### config.mk
export PLATFORM = sky130hd
export DESIGN_NAME = bsl_top
export DESIGN_NICKNAME = d
export VERILOG_FILES = /design/src/bsl_pkg.sv /design/src/bsl_top.sv /design/src/bsl_strap_cell.sv /design/src/bsl_decode.sv
export SDC_FILE = /design/constraint.sdc
export NUM_CORES = 1
export LEC_CHECK = 0
export ABC_CLOCK_PERIOD_IN_PS = 1630
export BUFFER_PORTS_ARGS = -buffer_cell sky130_fd_sc_hd__buf_2
export CORE_MARGIN = 3
export CORE_UTILIZATION = 25
export CTS_CLUSTER_DIAMETER = 50
export DETAILED_ROUTE_END_ITERATION = 6
export PLACE_DENSITY = 0.52
export REMOVE_ABC_BUFFERS = 1
export SYNTH_ARGS = -nofsm -noshare
export SYNTH_HDL_FRONTEND = slang
export SYNTH_SLANG_ARGS = --single-unit
### constraint.sdc
create_clock -name I_CLOCK -period 1.63 [get_ports I_CLOCK]
set_clock_uncertainty 0.2 [all_clocks]
set_input_delay 0.0815 -clock I_CLOCK [delete_from_list [all_inputs] [get_ports I_CLOCK]]
set_output_delay 0.0815 -clock I_CLOCK [all_outputs]
set_load 0.005 [all_outputs]
### src/bsl_pkg.sv
/*
  Shared constants for the boot strap latch: strap pin order, default
  pull directions, reset values and the top-level state type.
  Assumes nothing beyond a SystemVerilog compiler.
*/
package bsl_pkg;
  localparam int BSL_NUM_STRAPS = 5;
  // Strap pin positions in every strap vector.
  localparam int BSL_IDX_LDO = 0;
  localparam int BSL_IDX_BOOT1 = 1;
  localparam int BSL_IDX_BOOT2 = 2;
  localparam int BSL_IDX_LOGTIM = 3;
  localparam int BSL_IDX_SDIOOUT = 4;
  // Internal pull direction per strap, one means pull-up.
  localparam logic [BSL_NUM_STRAPS-1:0] BSL_PULL_DIR = 5'h1a;
  localparam logic [BSL_NUM_STRAPS-1:0] BSL_ALL_ONES = 5'h1f;
  localparam logic [BSL_NUM_STRAPS-1:0] BSL_ALL_ZERO = 5'h00;
  localparam logic BSL_BIT_CLR = 1'h0;
  localparam logic BSL_BIT_SET = 1'h1;
  // Level of the log strap that enables boot printing.
  localparam logic BSL_LOG_ON = 1'h1;
  // Level of the supply strap that selects the lower voltage.
  localparam logic BSL_LDO_LOW_V = 1'h1;
  typedef enum logic {BSL_ST_PULL, BSL_ST_RUN} bsl_state_t;
endpackage : bsl_pkg

### src/bsl_top.sv
/*
  Boot strap latch top: samples five strap pads once after system reset
  release, holds them, exposes them as status and decoded settings, and
  then hands the pads to their ordinary functions.
  Assumes the pad inputs are resolved levels synchronous to I_CLOCK and
  that I_RST_B covers power-on, watchdog and brownout resets.
*/
// What this block does
// - Sample all five strap pads when system reset is released.
// - Hold latched straps unchanged until power-down, ignoring pads.
// - Present the five latched strap bits as read-only status.
// - Enable each pad's weak default pull while reset is active.
// - After release the pads return to their ordinary function.
// - Supply strap 0 selects 3.3 V, 1 selects 1.8 V.
// - Boot pair both low selects serial download boot.
// - Two timing straps select slave sample and output edges.
// - Firmware may override supply select and slave timing.
// - Module enable high operates; low holds the block disabled.
`timescale 1ns/100ps
`default_nettype none
module bsl_top #(
  parameter int N_STRAP = bsl_pkg::BSL_NUM_STRAPS
) (
  // Clock, reset and enable.
  input wire logic I_CLOCK,
  input wire logic I_RST_B,
  input wire logic I_MODULE_EN,
  // Strap pads: resolved level in, drive out, enable low drives.
  input wire logic [bsl_pkg::BSL_NUM_STRAPS-1:0] I_STRAP_PAD,
  output logic [bsl_pkg::BSL_NUM_STRAPS-1:0] O_PAD_OUT,
  output logic [bsl_pkg::BSL_NUM_STRAPS-1:0] O_PAD_OE_B,
  // Weak pull control.
  output logic [bsl_pkg::BSL_NUM_STRAPS-1:0] O_PULL_EN,
  output logic [bsl_pkg::BSL_NUM_STRAPS-1:0] O_PULL_UP,
  // Ordinary pad functions.
  input wire logic [bsl_pkg::BSL_NUM_STRAPS-1:0] I_FUNC_OUT,
  input wire logic [bsl_pkg::BSL_NUM_STRAPS-1:0] I_FUNC_OE_B,
  output logic [bsl_pkg::BSL_NUM_STRAPS-1:0] O_FUNC_IN,
  // Firmware overrides.
  input wire logic I_LDO_OVR_EN,
  input wire logic I_LDO_OVR_1V8,
  input wire logic I_SDIO_OVR_EN,
  input wire logic [1:0] I_SDIO_OVR_TIMING,
  // Status and decoded settings.
  output logic O_STRAP_VALID,
  output logic [bsl_pkg::BSL_NUM_STRAPS-1:0] O_STRAP_STATUS,
  output logic O_LDO_1V8,
  output logic O_BOOT_FLASH,
  output logic O_BOOT_DOWNLOAD,
  output logic O_BOOT_LOG_EN,
  output logic O_SDIO_SAMPLE_RISE,
  output logic O_SDIO_OUTPUT_RISE
);
  import bsl_pkg::*;

  bsl_state_t state_q;
  bsl_state_t state_d;
  logic valid_d;
  logic [N_STRAP-1:0] pull_en_d;
  logic capture;
  logic run;

  // Enable low acts as power-down, so a later rise captures afresh.
  always_comb begin
    state_d = state_q;
    case (state_q)
      BSL_ST_PULL: begin
        if (I_MODULE_EN) begin
          state_d = BSL_ST_RUN;
        end
      end
      BSL_ST_RUN: begin
        if (!I_MODULE_EN) begin
          state_d = BSL_ST_PULL;
        end
      end
      default: begin
        state_d = BSL_ST_PULL;
      end
    endcase
    valid_d = (state_d == BSL_ST_RUN);
    pull_en_d = valid_d ? BSL_ALL_ZERO : BSL_ALL_ONES;
  end

  always_ff @(posedge I_CLOCK or negedge I_RST_B) begin
    if (!I_RST_B) begin
      state_q <= BSL_ST_PULL;
      O_STRAP_VALID <= BSL_BIT_CLR;
      O_PULL_EN <= BSL_ALL_ONES;
      O_PULL_UP <= BSL_PULL_DIR;
    end else begin
      state_q <= state_d;
      O_STRAP_VALID <= valid_d;
      O_PULL_EN <= pull_en_d;
      O_PULL_UP <= BSL_PULL_DIR;
    end
  end

  // Capture happens only on the first enabled edge after release or after enable returns high.
  assign capture = I_MODULE_EN && (state_q == BSL_ST_PULL);
  assign run = I_MODULE_EN && (state_q == BSL_ST_RUN);

  for (genvar g = 0; g < N_STRAP; g++) begin : g_cell
    bsl_strap_cell u_cell (
      .i_clock(I_CLOCK),
      .i_rst_b(I_RST_B),
      .i_capture(capture),
      .i_run(run),
      .i_pad_in(I_STRAP_PAD[g]),
      .i_func_out(I_FUNC_OUT[g]),
      .i_func_oe_b(I_FUNC_OE_B[g]),
      .o_latch(O_STRAP_STATUS[g]),
      .o_pad_out(O_PAD_OUT[g]),
      .o_pad_oe_b(O_PAD_OE_B[g]),
      .o_func_in(O_FUNC_IN[g])
    );
  end

  bsl_decode u_decode (
    .i_clock(I_CLOCK),
    .i_rst_b(I_RST_B),
    .i_strap(O_STRAP_STATUS),
    .i_ldo_ovr_en(I_LDO_OVR_EN),
    .i_ldo_ovr_1v8(I_LDO_OVR_1V8),
    .i_sdio_ovr_en(I_SDIO_OVR_EN),
    .i_sdio_ovr_timing(I_SDIO_OVR_TIMING),
    .o_ldo_1v8(O_LDO_1V8),
    .o_boot_flash(O_BOOT_FLASH),
    .o_boot_download(O_BOOT_DOWNLOAD),
    .o_boot_log_en(O_BOOT_LOG_EN),
    .o_sdio_sample_rise(O_SDIO_SAMPLE_RISE),
    .o_sdio_output_rise(O_SDIO_OUTPUT_RISE)
  );
endmodule : bsl_top
`default_nettype wire

### src/bsl_strap_cell.sv
/*
  One strap pin: the capture latch and the hand-over of the pad to its
  ordinary function once capture is done.
  Assumes the pad level is already resolved from pulls and drivers.
*/
`timescale 1ns/100ps
`default_nettype none
module bsl_strap_cell (
  // Clock and reset.
  input wire logic i_clock,
  input wire logic i_rst_b,
  // Control from the sequencer.
  input wire logic i_capture,
  input wire logic i_run,
  // Pad and ordinary function.
  input wire logic i_pad_in,
  input wire logic i_func_out,
  input wire logic i_func_oe_b,
  // Results.
  output logic o_latch,
  output logic o_pad_out,
  output logic o_pad_oe_b,
  output logic o_func_in
);
  import bsl_pkg::*;
  logic latch_d;
  logic out_d;
  logic oe_b_d;
  logic fin_d;

  always_comb begin
    latch_d = i_capture ? i_pad_in : o_latch;
    out_d = i_run ? i_func_out : BSL_BIT_CLR;
    oe_b_d = i_run ? i_func_oe_b : BSL_BIT_SET;
    fin_d = i_run ? i_pad_in : BSL_BIT_CLR;
  end

  always_ff @(posedge i_clock or negedge i_rst_b) begin
    if (!i_rst_b) begin
      o_latch <= BSL_BIT_CLR;
      o_pad_out <= BSL_BIT_CLR;
      o_pad_oe_b <= BSL_BIT_SET;
      o_func_in <= BSL_BIT_CLR;
    end else begin
      o_latch <= latch_d;
      o_pad_out <= out_d;
      o_pad_oe_b <= oe_b_d;
      o_func_in <= fin_d;
    end
  end
endmodule : bsl_strap_cell
`default_nettype wire

### src/bsl_decode.sv
/*
  Decodes the latched strap bits into boot source, supply select, log
  enable and slave timing, with firmware overrides applied.
  Assumes the strap vector is stable once captured.
*/
`timescale 1ns/100ps
`default_nettype none
module bsl_decode (
  // Clock and reset.
  input wire logic i_clock,
  input wire logic i_rst_b,
  // Latched straps.
  input wire logic [bsl_pkg::BSL_NUM_STRAPS-1:0] i_strap,
  // Firmware overrides.
  input wire logic i_ldo_ovr_en,
  input wire logic i_ldo_ovr_1v8,
  input wire logic i_sdio_ovr_en,
  input wire logic [1:0] i_sdio_ovr_timing,
  // Decoded settings.
  output logic o_ldo_1v8,
  output logic o_boot_flash,
  output logic o_boot_download,
  output logic o_boot_log_en,
  output logic o_sdio_sample_rise,
  output logic o_sdio_output_rise
);
  import bsl_pkg::*;
  logic ldo_d;
  logic flash_d;
  logic dl_d;
  logic log_d;
  logic smp_d;
  logic outr_d;

  always_comb begin
    ldo_d = (i_strap[BSL_IDX_LDO] == BSL_LDO_LOW_V);
    flash_d = i_strap[BSL_IDX_BOOT1];
    dl_d = !i_strap[BSL_IDX_BOOT1]
           && !i_strap[BSL_IDX_BOOT2];
    log_d = (i_strap[BSL_IDX_LOGTIM] == BSL_LOG_ON);
    smp_d = i_strap[BSL_IDX_LOGTIM];
    outr_d = i_strap[BSL_IDX_SDIOOUT];
    if (i_ldo_ovr_en) begin
      ldo_d = i_ldo_ovr_1v8;
    end
    if (i_sdio_ovr_en) begin
      smp_d = i_sdio_ovr_timing[1];
      outr_d = i_sdio_ovr_timing[0];
    end
  end

  always_ff @(posedge i_clock or negedge i_rst_b) begin
    if (!i_rst_b) begin
      o_ldo_1v8 <= BSL_BIT_CLR;
      o_boot_flash <= BSL_BIT_CLR;
      o_boot_download <= BSL_BIT_CLR;
      o_boot_log_en <= BSL_BIT_CLR;
      o_sdio_sample_rise <= BSL_BIT_CLR;
      o_sdio_output_rise <= BSL_BIT_CLR;
    end else begin
      o_ldo_1v8 <= ldo_d;
      o_boot_flash <= flash_d;
      o_boot_download <= dl_d;
      o_boot_log_en <= log_d;
      o_sdio_sample_rise <= smp_d;
      o_sdio_output_rise <= outr_d;
    end
  end
endmodule : bsl_decode
`default_nettype wire

==> results.yml <==
outcome:
  status: "finished, final reports clean"
global_route:
  grt_pass1_vias: 753
  antenna_found_initial: 0
  grt_pass1_wl_um: 3300
  grt_overflow: 0
  grt_max_degree: 29
  track_usage_pct: 7.91
setup_path:
  crit_family: "buffers and inverters"
  cpPeakStageDelay_ns: 0.55
  arrival_ns: 1.53
  cp.required_ns: 1.59
  slowest_stage: "dlygate4sd3_1"
  crit_path_start_kind: "primary input"
  worst_path_most_repeated_cell: "dlygate4sd3_1"
  critPathMaxFanout: 1
  timing.rr.end: "u_decode.o_sdio_sample_rise$_DFF_PN0_"
  worst_r2r_path_depth: 2
  cp-end-kind: "flop"
  reg2reg_from: "g_cell[3].u_cell.o_latch$_DFFE_PN0P_"
  worstSetupStartpoint: "I_SDIO_OVR_TIMING[0]"
  crit_type: "primary input to flop"
  path_cells: "dlygate4sd3_1, buf_2, mux2_2, dlygate4sd3_1"
  path_buf_inv: 3
  r2r_slack_ns: 0.10
clocking:
  cts.clk_slew.worst_paths_ns: 0.09
  clock_latency_ns: 0.26
  numCtsBuffers: 3
  cts_num_sinks: 28
  htreeDepth: 1
  cts_tree: "done"
  cts_setup_buffers: 0
  cts-root-buf: "clkbuf_8"
  clock_path_buffers: 2
synth:
  yosysSeqAreaShare_pct: 60.5
  synthCells: 88
  synth_area_um2: 1170
  avgSynthCellArea_um2: 13.3
  ys_seq_elements: 28
  synth_cell_type_count: 15
  yosys.area_share.xor_xnor_pct: 0
  yosysTopAreaCellShare_pct: 47.0
  yosys.area_share.simple_pct: 9.94
  yosys.area_share.adder_pct: 0
  synth_top_family_by_area: "buffers and inverters"
  ys_warn_count: 0
  synth_top_cell_by_area: "dfrtp_1"
  synthMuxAreaShare_pct: 9.29
  yosys-top-cells-area: "dfrtp_1, buf_4, dfstp_2"
  synth_compound_area_share_pct: 0
final_layout:
  fill_cells: 464
  diodes: 0
  instances_no_fill: 194
  seq_area_um2: 708
  drive_gt1_share_pct: 56.3
  area_growth_pct: 35.3
  nNetsFinal: 166
  multi_input_area_um2: 244
placed_design:
  place_inst: 167
  pre_cts_ws_ns: 0.370
  place_hpwl_um: 1690
  gp_congestion: 0.665
  portBuffers: 54
route:
  wire_per_inst_um: 11.3
  drt_wl_total_um: 2200
  route.detailed.drc: 0
  drtIter0Drc: 20
  first_pass_iters: 2
  postRouteAntennaNets: 0
  vias_per_cell: 3.79
  dr_total_vias: 736
timing:
  period_needed_ns: 1.57
  final_max_slew_viol_count: 0
  holdWs_ns: 0.148
  setup_violations: 0
  hold_viol_final: 0
  max_slew.worst_pin.slew_ns: 0.603
  setup_ws_ns: 0.0553
  max_freq_mhz: 635
  setup_tns_ns: 0
  fin_crit_sh_pct: 96.6
  maxSlewHeadroom_pct: 59.8
  grt_setup_unrepaired: "no"
floorplan:
  die-area_um2: 5540
  die_h_um: 74.4
  row_count: 24
  start_util_pct: 26.4
  ios: 60
  coreArea_um2: 4440
  die_w_um: 74.4
flow_run:
  cap_violations: 0
pwr:
  power.leakage_nw: 0.844
  power_density_nw_per_um2: 899
  ir_drop_mv: 0.436
min_path:
  hold_path_class: "primary input to asynchronous set/reset pin"
## power by group
part	switching [mW]	internal, mW	total [mW]
clock	0.199	0.216	0.415
combinational	0.0838	0.146	0.229
sequential	0.0256	0.753	0.779
total	0.308	1.11	1.42
## state kept, by name (all words and copies together), names as in the netlist
name                         count
O_PULL_EN                        1
g_cell.u_cell.o_func_in          5
g_cell.u_cell.o_latch            5
g_cell.u_cell.o_pad_oe_b         5
g_cell.u_cell.o_pad_out          5
state_q                          1
u_decode.o_boot_download         1
u_decode.o_boot_flash            1
u_decode.o_boot_log_en           1
u_decode.o_ldo_1v8               1
u_decode.o_sdio_output_rise      1
u_decode.o_sdio_sample_rise      1
## metal layers
metal | wire length, µm | track usage [%] | share of wire [%] | up-vias
met5 | 0 | 0 | 0 | -
met4 | 0 | 0.593 | 0 | 0
met3 | 224 | 4.05 | 10 | 0
met2 | 1170 | 14.3 | 53 | 34
met1 | 806 | 8.61 | 37 | 347
li1 | - | - | - | 355
## metrics by stage
| stage | area, µm² | total power, mW | util [%] |
|---|---|---|---|
| final | 1580 | 1.42 | 35.6 |
| after global routing | 1580 | 1.50 | 35.6 |
| after CTS | 1580 | 1.45 | 35.6 |
| after detailed placement | 1300 | 0.980 | 29.2 |
| after global placement | 1300 | 0.976 | 29.2 |
| after floorplan | 956 | 0.860 | - |
## worst reg2reg max path: cells and delay by family, from the launching register on
family	cells	cell delay, ns
DFF	1	0.42
buffers and inverters	1	0.55
muxes	1	0.26
## area by class of cell
| cell class | count | area share (%) |
|---|---|---|
| sequential | 28 | 44.7 |
| timing repair buffer | 78 | 32.1 |
| clock buffer | 4 | 3.48 |
| tap | 52 | 4.11 |
| inverter | 1 | 0.237 |
| multi-input combinational | 31 | 15.4 |
## layout by cell type, fill, tap and decap left out, drive strengths merged
master	Yosys	routed
nand2	1	1
or2	5	5
buf	29	55
inv	1	1
dfrtp	22	22
nor2	1	1
nand2b	1	1
and3	10	10
clkbuf	2	4
dfstp	6	6
dlygate4sd3	0	23
mux2	8	8
conb	2	5
## synthesized netlist by cell type (all sizes together)
library cell  number
buf               29
dfrtp             22
and3              10
mux2               8
dfstp              6
or2                5
clkbuf             2
conb               2
inv                1
nand2              1
nand2b             1
nor2               1
## timing repair
item	in CTS	in global routing
hold buffers	23	0
gates resized for setup	0	0
hold endpoints to repair	47	0
## cell families (layout without fill, tap and decap cells)
| kind of cell | Yosys count | in the layout |
|---|---|---|
| multiplexers | 8 | 8 |
| buffers and inverters | 32 | 83 |
| other | 2 | 5 |
| AND/OR/NAND/NOR | 18 | 18 |
| flip-flops | 28 | 28 |
## how the worst max path moves through the flow
stage / end / slack (ns) / cells past startpoint
2_1_floorplan: g_cell[0].u_cell.o_latch$_DFFE_PN0P_ / 0.34 / 2
3_3_place_gp: g_cell[3].u_cell.o_latch$_DFFE_PN0P_ / 0.38 / 2
3_5_place_dp: g_cell[1].u_cell.o_latch$_DFFE_PN0P_ / 0.37 / 2
4_1_cts: u_decode.o_sdio_sample_rise$_DFF_PN0_ / 0.07 / 4
5_1_grt: u_decode.o_sdio_output_rise$_DFF_PN0_ / 0.03 / 4
6_report: u_decode.o_sdio_output_rise$_DFF_PN0_ / 0.06 / 4
(Power assumes the default switching activity.)
